===== src/regulator_mode_slew_pkg.sv =====
// Shared constants for the regulator mode and slew control block
package regulator_mode_slew_pkg;

  localparam int unsigned ADDR_W = 8;
  localparam int unsigned DATA_W = 8;

  // Register offsets
  localparam logic [7:0] MODE_CTRL_OFFSET = 8'h02;
  localparam logic [7:0] TRANSITION_AND_SLEW_CONTROL_OFFSET = 8'h03;
  localparam logic [7:0] IRQ_STATUS_OFFSET = 8'h04;
  localparam logic [7:0] IRQ_MASK_OFFSET = 8'h05;

  // Mode control register fields
  localparam int unsigned LOW_SELECT_PWM_FORCE_BIT = 0;
  localparam int unsigned ALT_SETTING_PWM_FORCE_BIT = 1;
  localparam int unsigned MODE_FIELD_LSB = 2;
  localparam int unsigned MODE_FIELD_MSB = 3;
  localparam int unsigned HW_SW_CONTROL_SELECT_BIT = 4;
  localparam logic [7:0] MODE_CTRL_RESET = 8'h00;

  // Transition and slew control register fields
  localparam int unsigned SLEW_LSB = 0;
  localparam int unsigned SLEW_MSB = 2;
  localparam int unsigned RESERVED_LSB = 3;
  localparam int unsigned RESERVED_MSB = 4;
  localparam int unsigned POWER_GOOD_FLAG_BIT = 5;
  localparam int unsigned OFF_PULLDOWN_ENABLE_BIT = 6;
  localparam int unsigned TRANSITION_GO_BIT = 7;
  localparam logic [2:0] SLEW_RESET = 3'h0;
  localparam logic OFF_PULLDOWN_RESET = 1'b0;

  // Interrupt status and mask fields
  localparam int unsigned IRQ_W = 3;
  localparam int unsigned IRQ_DONE_BIT = 0;
  localparam int unsigned IRQ_PG_LOST_BIT = 1;
  localparam int unsigned IRQ_PG_GAINED_BIT = 2;
  localparam logic [2:0] IRQ_MASK_RESET = 3'h0;

  // Light-load mode field codes
  typedef enum logic [1:0] {
    MODE_FOLLOW_BITS = 2'h0,
    MODE_PFM_AUTO_A = 2'h1,
    MODE_FORCE_PWM = 2'h2,
    MODE_PFM_AUTO_B = 2'h3
  } mode_field_t;

  // Rising slew codes; rates in mV per us
  localparam logic [2:0] SLEW_0P15 = 3'h0;
  localparam logic [2:0] SLEW_0P30 = 3'h1;
  localparam logic [2:0] SLEW_0P60 = 3'h2;
  localparam logic [2:0] SLEW_1P20 = 3'h3;
  localparam logic [2:0] SLEW_2P40 = 3'h4;
  localparam logic [2:0] SLEW_4P80 = 3'h5;
  localparam logic [2:0] SLEW_9P60 = 3'h6;
  localparam int unsigned SLEW_BASE_UV_PER_US = 150;

  localparam int unsigned SYNC_STAGES = 2;

endpackage


===== src/level_sync.sv =====
// Two-flop synchroniser for a bundle of asynchronous levels
module level_sync #(
  parameter int unsigned WIDTH = 1
) (
  input wire logic sys_clk_i,
  input wire logic rst_n_i,
  input wire logic [WIDTH-1:0] async_i,
  output logic [WIDTH-1:0] sync_o
);

  logic [WIDTH-1:0] meta_reg;
  logic [WIDTH-1:0] sync_reg;

  // First stage feeds only the second stage
  always_ff @(posedge sys_clk_i or negedge rst_n_i) begin
    if (!rst_n_i) begin
      meta_reg <= '0;
      sync_reg <= '0;
    end else begin
      meta_reg <= async_i;
      sync_reg <= meta_reg;
    end
  end

  assign sync_o = sync_reg;

endmodule


===== src/regulator_mode_slew_control.sv =====
// Mode policy, transition trigger, discharge and slew control registers
// Function
// RULE_01 - Mode field code 10 forces PWM regardless of voltage select pin.
// RULE_02 - Mode field code 11 runs PFM with automatic PWM transitions always.
// RULE_03 - Under second voltage setting, alternate force bit 1 forces PWM, else PFM.
// RULE_04 - Low select force bit sets light-load policy while select pin low.
// RULE_05 - Trigger bit writes are ignored while hardware control is selected.
// RULE_06 - Writing trigger 1 under software control starts a voltage transition.
// RULE_07 - Trigger bit clears itself when the transition completes.
// RULE_08 - Discharge enable plus regulator disabled turns on the output pull-down.
// RULE_09 - Power-good bit is read-only: 1 in regulation, 0 otherwise.
// RULE_10 - Slew field bits 2:0 choose rising slew rate 0.15 to 9.60 mV/us.
// RULE_11 - Bits 4:3 are reserved, read zero and have no function.
// RULE_12 - Trigger bit reads 1 from accepted start until transition completion.
module regulator_mode_slew_control (
  input wire logic sys_clk_i,
  input wire logic rst_n_i,
  input wire logic [7:0] addr_i,
  input wire logic [7:0] wdata_i,
  input wire logic wr_i,
  input wire logic rd_i,
  output logic [7:0] rdata_o,
  input wire logic voltage_select_pin_i,
  input wire logic power_good_i,
  input wire logic regulator_enable_i,
  input wire logic transition_done_i,
  output logic pwm_force_o,
  output logic second_voltage_setting_o,
  output logic transition_start_o,
  output logic transition_busy_o,
  output logic [2:0] slew_code_o,
  output logic off_pulldown_o,
  output logic irq_o
);

  // Reset release
  logic rst_meta_reg;
  logic rst_sync_reg;
  logic rst_n;

  always_ff @(posedge sys_clk_i or negedge rst_n_i) begin
    if (!rst_n_i) begin
      rst_meta_reg <= 1'b0;
      rst_sync_reg <= 1'b0;
    end else begin
      rst_meta_reg <= 1'b1;
      rst_sync_reg <= rst_meta_reg;
    end
  end

  assign rst_n = rst_sync_reg;

  // Pin and analog status inputs
  logic [3:0] pins_sync;
  logic voltage_select_pin;
  logic pg;
  logic reg_en;
  logic done_lvl;

  level_sync #(
    .WIDTH(4)
  ) u_pin_sync (
    .sys_clk_i(sys_clk_i),
    .rst_n_i(rst_n),
    .async_i({transition_done_i, regulator_enable_i, power_good_i, voltage_select_pin_i}),
    .sync_o(pins_sync)
  );

  assign voltage_select_pin = pins_sync[0];
  assign pg = pins_sync[1];
  assign reg_en = pins_sync[2];
  assign done_lvl = pins_sync[3];

  logic voltage_select_pin_prev_reg;
  logic pg_prev_reg;
  logic done_prev_reg;

  always_ff @(posedge sys_clk_i or negedge rst_n) begin
    if (!rst_n) begin
      voltage_select_pin_prev_reg <= 1'b0;
      pg_prev_reg <= 1'b0;
      done_prev_reg <= 1'b0;
    end else begin
      voltage_select_pin_prev_reg <= voltage_select_pin;
      pg_prev_reg <= pg;
      done_prev_reg <= done_lvl;
    end
  end

  logic done_pulse;
  logic pg_rise;
  logic pg_fall;
  logic voltage_select_pin_change;

  assign done_pulse = done_lvl & ~done_prev_reg;
  assign pg_rise = pg & ~pg_prev_reg;
  assign pg_fall = ~pg & pg_prev_reg;
  assign voltage_select_pin_change = voltage_select_pin ^ voltage_select_pin_prev_reg;

  // Register decode
  function automatic logic hit(input logic [7:0] a, input logic [7:0] off);
    hit = (a == off);
  endfunction

  logic wr_mode;
  logic wr_tsc;
  logic wr_stat;
  logic wr_mask;

  assign wr_mode = wr_i & hit(addr_i, regulator_mode_slew_pkg::MODE_CTRL_OFFSET);
  assign wr_tsc = wr_i & hit(addr_i, regulator_mode_slew_pkg::TRANSITION_AND_SLEW_CONTROL_OFFSET);
  assign wr_stat = wr_i & hit(addr_i, regulator_mode_slew_pkg::IRQ_STATUS_OFFSET);
  assign wr_mask = wr_i & hit(addr_i, regulator_mode_slew_pkg::IRQ_MASK_OFFSET);

  // Mode control register
  logic [1:0] mode_field_reg;
  logic alt_setting_pwm_force_reg;
  logic low_select_pwm_force_reg;
  logic hw_sw_control_select_reg;

  always_ff @(posedge sys_clk_i or negedge rst_n) begin
    if (!rst_n) begin
      mode_field_reg <= regulator_mode_slew_pkg::MODE_CTRL_RESET[3:2];
      alt_setting_pwm_force_reg <= regulator_mode_slew_pkg::MODE_CTRL_RESET[1];
      low_select_pwm_force_reg <= regulator_mode_slew_pkg::MODE_CTRL_RESET[0];
      hw_sw_control_select_reg <= regulator_mode_slew_pkg::MODE_CTRL_RESET[4];
    end else if (wr_mode) begin
      mode_field_reg <= wdata_i[regulator_mode_slew_pkg::MODE_FIELD_MSB:regulator_mode_slew_pkg::MODE_FIELD_LSB];
      alt_setting_pwm_force_reg <= wdata_i[regulator_mode_slew_pkg::ALT_SETTING_PWM_FORCE_BIT];
      low_select_pwm_force_reg <= wdata_i[regulator_mode_slew_pkg::LOW_SELECT_PWM_FORCE_BIT];
      hw_sw_control_select_reg <= wdata_i[regulator_mode_slew_pkg::HW_SW_CONTROL_SELECT_BIT];
    end
  end

  // Light-load policy
  logic pwm_force_next;

  always_comb begin
    pwm_force_next = 1'b0;
    unique case (regulator_mode_slew_pkg::mode_field_t'(mode_field_reg))
      regulator_mode_slew_pkg::MODE_FOLLOW_BITS: begin
        if (voltage_select_pin) begin
          pwm_force_next = alt_setting_pwm_force_reg; // RULE_03
        end else begin
          pwm_force_next = low_select_pwm_force_reg; // RULE_04
        end
      end
      regulator_mode_slew_pkg::MODE_PFM_AUTO_A: begin
        pwm_force_next = 1'b0;
      end
      regulator_mode_slew_pkg::MODE_FORCE_PWM: begin
        pwm_force_next = 1'b1; // RULE_01
      end
      regulator_mode_slew_pkg::MODE_PFM_AUTO_B: begin
        pwm_force_next = 1'b0; // RULE_02
      end
    endcase
  end

  logic pwm_force_reg;
  logic second_setting_reg;

  // Registered so the power stage never sees a decode glitch
  always_ff @(posedge sys_clk_i or negedge rst_n) begin
    if (!rst_n) begin
      pwm_force_reg <= 1'b0;
      second_setting_reg <= 1'b0;
    end else begin
      pwm_force_reg <= pwm_force_next;
      second_setting_reg <= voltage_select_pin;
    end
  end

  // Transition trigger
  logic go_reg;
  logic sw_start;
  logic hw_start;
  logic start;

  assign sw_start = wr_tsc & wdata_i[regulator_mode_slew_pkg::TRANSITION_GO_BIT]
                  & ~hw_sw_control_select_reg & ~go_reg; // RULE_05 RULE_06
  assign hw_start = hw_sw_control_select_reg & voltage_select_pin_change & ~go_reg;
  assign start = sw_start | hw_start;

  // Start beats completion, but a go in the completion cycle is dropped since start needs go_reg low
  always_ff @(posedge sys_clk_i or negedge rst_n) begin
    if (!rst_n) begin
      go_reg <= 1'b0;
    end else if (start) begin
      go_reg <= 1'b1; // RULE_12
    end else if (done_pulse) begin
      go_reg <= 1'b0; // RULE_07
    end
  end

  logic start_reg;

  always_ff @(posedge sys_clk_i or negedge rst_n) begin
    if (!rst_n) begin
      start_reg <= 1'b0;
    end else begin
      start_reg <= start;
    end
  end

  // Discharge and slew
  logic off_pulldown_enable_reg;
  logic [2:0] slew_reg;

  always_ff @(posedge sys_clk_i or negedge rst_n) begin
    if (!rst_n) begin
      off_pulldown_enable_reg <= regulator_mode_slew_pkg::OFF_PULLDOWN_RESET;
      slew_reg <= regulator_mode_slew_pkg::SLEW_RESET;
    end else if (wr_tsc) begin
      off_pulldown_enable_reg <= wdata_i[regulator_mode_slew_pkg::OFF_PULLDOWN_ENABLE_BIT];
      slew_reg <= wdata_i[regulator_mode_slew_pkg::SLEW_MSB:regulator_mode_slew_pkg::SLEW_LSB]; // RULE_10
    end
  end

  logic pulldown_reg;

  always_ff @(posedge sys_clk_i or negedge rst_n) begin
    if (!rst_n) begin
      pulldown_reg <= 1'b0;
    end else begin
      pulldown_reg <= off_pulldown_enable_reg & ~reg_en; // RULE_08
    end
  end

  // Interrupts
  logic [2:0] irq_status_reg;
  logic [2:0] irq_mask_reg;
  logic [2:0] irq_events;

  assign irq_events = {pg_rise, pg_fall, done_pulse & go_reg};

  // Set wins over a write-one-to-clear in the same cycle
  always_ff @(posedge sys_clk_i or negedge rst_n) begin
    if (!rst_n) begin
      irq_status_reg <= 3'h0;
    end else begin
      irq_status_reg <= (irq_status_reg & ~(wr_stat ? wdata_i[2:0] : 3'h0)) | irq_events;
    end
  end

  always_ff @(posedge sys_clk_i or negedge rst_n) begin
    if (!rst_n) begin
      irq_mask_reg <= regulator_mode_slew_pkg::IRQ_MASK_RESET;
    end else if (wr_mask) begin
      irq_mask_reg <= wdata_i[2:0];
    end
  end

  logic irq_reg;

  always_ff @(posedge sys_clk_i or negedge rst_n) begin
    if (!rst_n) begin
      irq_reg <= 1'b0;
    end else begin
      irq_reg <= |((irq_status_reg & ~(wr_stat ? wdata_i[2:0] : 3'h0) | irq_events) & irq_mask_reg);
    end
  end

  // Read path; unmapped offsets read zero
  logic [7:0] rdata_next;
  logic [7:0] rdata_reg;

  always_comb begin
    rdata_next = 8'h00;
    if (hit(addr_i, regulator_mode_slew_pkg::MODE_CTRL_OFFSET)) begin
      rdata_next = {3'h0, hw_sw_control_select_reg, mode_field_reg,
                    alt_setting_pwm_force_reg, low_select_pwm_force_reg};
    end else if (hit(addr_i, regulator_mode_slew_pkg::TRANSITION_AND_SLEW_CONTROL_OFFSET)) begin
      rdata_next = {go_reg, off_pulldown_enable_reg, pg, 2'h0, slew_reg}; // RULE_09 RULE_11
    end else if (hit(addr_i, regulator_mode_slew_pkg::IRQ_STATUS_OFFSET)) begin
      rdata_next = {5'h00, irq_status_reg};
    end else if (hit(addr_i, regulator_mode_slew_pkg::IRQ_MASK_OFFSET)) begin
      rdata_next = {5'h00, irq_mask_reg};
    end
  end

  always_ff @(posedge sys_clk_i or negedge rst_n) begin
    if (!rst_n) begin
      rdata_reg <= 8'h00;
    end else if (rd_i) begin
      rdata_reg <= rdata_next;
    end else begin
      rdata_reg <= 8'h00;
    end
  end

  assign rdata_o = rdata_reg;
  assign pwm_force_o = pwm_force_reg;
  assign second_voltage_setting_o = second_setting_reg;
  assign transition_start_o = start_reg;
  assign transition_busy_o = go_reg;
  assign slew_code_o = slew_reg;
  assign off_pulldown_o = pulldown_reg;
  assign irq_o = irq_reg;

endmodule


===== config.mk =====
export PLATFORM = sky130hd
export DESIGN_NAME = regulator_mode_slew_control
export DESIGN_NICKNAME = d
export VERILOG_FILES = /design/src/regulator_mode_slew_pkg.sv /design/src/level_sync.sv /design/src/regulator_mode_slew_control.sv
export SDC_FILE = /design/constraint.sdc
export NUM_CORES = 1
export LEC_CHECK = 0
export BUFFER_PORTS_ARGS = -buffer_cell sky130_fd_sc_hd__buf_2
export CAP_MARGIN = 20
export CORE_AREA = 2 2 46 80
export DETAILED_ROUTE_END_ITERATION = 7
export DIE_AREA = 0 0 48 82
export GPL_TIMING_DRIVEN = 0
export PLACE_DENSITY_LB_ADDON = 0.1
export SLEW_MARGIN = 20
export SYNTH_ARGS = -nofsm -noshare
export SYNTH_HDL_FRONTEND = slang
export SYNTH_SLANG_ARGS = --single-unit

===== constraint.sdc =====
create_clock -name sys_clk_i -period 2.4 [get_ports sys_clk_i]
set_input_delay 0.48 -clock sys_clk_i [delete_from_list [all_inputs] [get_ports sys_clk_i]]
set_output_delay 0.48 -clock sys_clk_i [all_outputs]
set_load 0.01 [all_outputs]

==> results.toml <==
[detailed_routing]
remaining_drc_errors = 0
drt_wl_total_mm = 3.00
via_per_inst = 5.08
first_pass_iters = 4
drt_iter0_drc = 23
routedWlPerCell_um = 14.3
via_count = 1066
ant_nets = 0

[floorplan]
start_util_pct = 47.5
rows = 28
core_area_um2 = 3330
ios = 41
die_area_um2 = 3940
fp.dieW_um = 48
die-height_um = 82

[power_and_ir_drop]
p_seq_share_pct = 53.5
swShare_pct = 22.4
p_int_w = 0.00110
comb_power_share_pct = 8.6
total_power_w = 0.00142
leakage_nw = 1.02
power_switching_w = 0.000319
clkPwrFrac_pct = 37.9
ir_drop_mv = 0.830
cellPowerDensity_nw_per_um2 = 717

[outcome]
status = "completed"

[worst_setup_path]
path_class = "primary input to flip-flop"
cp-end-kind = "flip-flop"
r2r-end = "irq_o"
reg2reg_from = "transition_busy_o"
worst_setup_path_start_kind = "primary input"
path_max_fanout = 4
r2r_slack_ns = 0.99
r2r_cells = 4
cp.required_ns = 2.58
crit_slowest_cell = "or4_4"
arrival_ns = 2.08
slowest_delay_ns = 0.55
path_cells = "buf_2 -> or4_4 -> nor3_1 -> a21oi_1 -> a211o_1"

[clock_tree]
clock_latency_ns = 0.30
cts-buffers-inserted = 5
cts_sinks = 41
clock_tree.root_cell = "clkbuf_8"
path_clk_slew_ns = 0.08
h-tree-depth = 2
cts_tree = "yes"
clock_path_buffers = 2

[global_routing]
grt_start_max_net_pins = 22
antenna_found_initial = 0
grt_use_total_pct = 18.0
grt_overflow_total = 0
grt_pass1_vias = 1120
grt_pass1_wl_mm = 4.82

[synth]
yosys_warnings = 0
ys.flop_type = "dfrtp_1"
synth_edf_count = 0
ys_ff_latch = 41
yosysSeqAreaShare_pct = 64.9
synth_cell_types = 31
synth_cells = 116
synthArstFlopShare_pct = 100
synth_area_um2 = 1580
syn_area_per_cell_um2 = 13.6
syn_nets = 140

[sta]
fmax_ghz = 0.527
setup_slack_ns = 0.504
post-route-period-util_pct = 79.0
slew_violations = 0
fin_tns_setup_ns = 0
fin_crit_ns = 1.90
finClkSkew_ns = 0.00907
worst_pin_slew_ns = 0.531
hold_viol_final = 0
setup_viol = 0
grt_setup_unrepaired = "no"
slew_headroom_pct = 64.4

[final_layout]
fin_area_um2 = 1980
antenna_cells = 0
largest_reg_flops = 8
fin_util_pct = 59.5
syn_to_final_growth_pct = 25.4
fillers = 302
nets = 188
drive_gt1_share_pct = 37.6

[placed_design]
place_area_um2 = 1860
portBuffers = 39
place_ws_ns = 0.174
hpwl_mm = 2.33
gp_congestion = 0.875

[hold_path]
hp-class = "flip-flop to asynchronous set/reset pin"

[run]
cap_violations = 0
worst max path at each step:
stage / start / to / depth (start not counted)
2_1_floorplan: addr_i[7] / transition_busy_o / 4
3_3_place_gp: addr_i[7] / irq_o / 5
3_5_place_dp: addr_i[7] / irq_o / 5
4_1_cts: addr_i[7] / irq_o / 5
5_1_grt: addr_i[7] / irq_o / 5
6_report: addr_i[7] / irq_o / 5
stage by stage:
stage / hold slack (ns) / std cells
after detailed placement: 0.230 / 201
final: 0.210 / 210
after global routing: 0.252 / 210
after CTS: 0.226 / 210
after floorplan: 0.184 / 116
after global placement: 0.264 / 200
layout make-up:
cell class	instances	area, um^2	area share (%)
sequential	41	1030	51.8
multi-input combinational	72	543	27.4
timing repair buffer	41	233	11.7
clock buffer	6	72.6	3.66
tap	45	56.3	2.84
clock inverter	2	38.8	1.96
buffer	2	7.51	0.379
inverter	1	3.75	0.189
timing repair:
item                      in CTS  in global routing
resized for setup              0                  0
buffers inserted               0                  0
hold endpoints to repair       2                  0
hold buffers                   1                  0
power groups by stage:
stage / registers (W) / logic (W) / clock network, W
2_1_floorplan: 0.000779 / 0.0000529 / 0
3_3_place_gp: 0.000778 / 0.000108 / 0
3_5_place_dp: 0.000775 / 0.000123 / 0
4_1_cts: 0.000762 / 0.000125 / 0.000555
5_1_grt: 0.000767 / 0.000136 / 0.000586
6_report: 0.000761 / 0.000122 / 0.000539
cells in the mapped netlist (all sizes together), types with 2 or more instances:
| library cell | number | area share [%] |
|---|---|---|
| a21o | 2 | 0.95 |
| nand4bb | 2 | 2.5 |
| dfrtp | 41 | 65 |
| nand2b | 2 | 0.79 |
| mux2 | 12 | 8.6 |
| a21oi | 4 | 1.3 |
| nor2 | 5 | 1.2 |
| nand2 | 4 | 0.95 |
| clkbuf | 2 | 0.48 |
| mux2i | 2 | 1.3 |
| and3b | 2 | 1.1 |
| o22ai | 3 | 1.2 |
| o311a | 2 | 1.3 |
| and2 | 3 | 1.2 |
| and3 | 5 | 2.0 |
| nor2b | 10 | 4.0 |
| o21ai | 2 | 0.63 |
kinds of logic (layout without fill, tap and decap cells):
| kind of cell | count (synthesis) | after routing | synth area share (%) |
|---|---|---|---|
| flip-flops | 41 | 41 | 64.9 |
| AND/OR/NAND/NOR | 38 | 38 | 16.0 |
| AO/OA/AOI/OAI | 18 | 18 | 7.76 |
| multiplexers | 14 | 14 | 9.82 |
| buffers and inverters | 3 | 52 | 0.713 |
| other | 1 | 1 | 0.237 |
| XOR/XNOR | 1 | 1 | 0.554 |
layout by cell type, fill, tap and decap left out:
master / instances
a211o_1: 1
a211oi_1: 1
a21o_1: 2
a21oi_1: 4
a221oi_1: 1
a22oi_1: 1
a31oi_1: 1
and2_1: 3
and3_1: 5
and3b_1: 2
buf_16: 1
buf_2: 39
bufinv_16: 1
clkbuf_1: 3
clkbuf_8: 5
clkinv_4: 1
conb_1: 1
dfrtp_1: 40
dfrtp_2: 1
dlygate4sd3_1: 1
inv_1: 1
mux2_2: 12
mux2i_1: 2
nand2_1: 4
nand2b_1: 2
nand3_1: 1
nand3b_1: 1
nand4bb_1: 1
nand4bb_4: 1
nor2_1: 5
nor2b_1: 10
nor3_1: 1
o21ai_0: 2
o22ai_1: 3
o311a_1: 2
or3b_1: 1
or4_4: 1
xor2_1: 1
worst max-delay path: cells and delay by family:
kind	cells	cell delay [ns]
AND/OR/NAND/NOR	2	1.02
AO/OA/AOI/OAI	2	0.48
buffers and inverters	1	0.10
metal layers:
| metal | GRT usage, % | vias up | part of all wire (%) |
|---|---|---|---|
| met2 | 29.3 | 28 | 55 |
| li1 | - | 506 | - |
| met1 | 19.4 | 521 | 37 |
| met5 | 0 | - | 0 |
| met3 | 5.49 | 11 | 3.8 |
| met4 | 10.5 | 0 | 4.1 |
No activity file was read; power rests on OpenSTA's default activity.
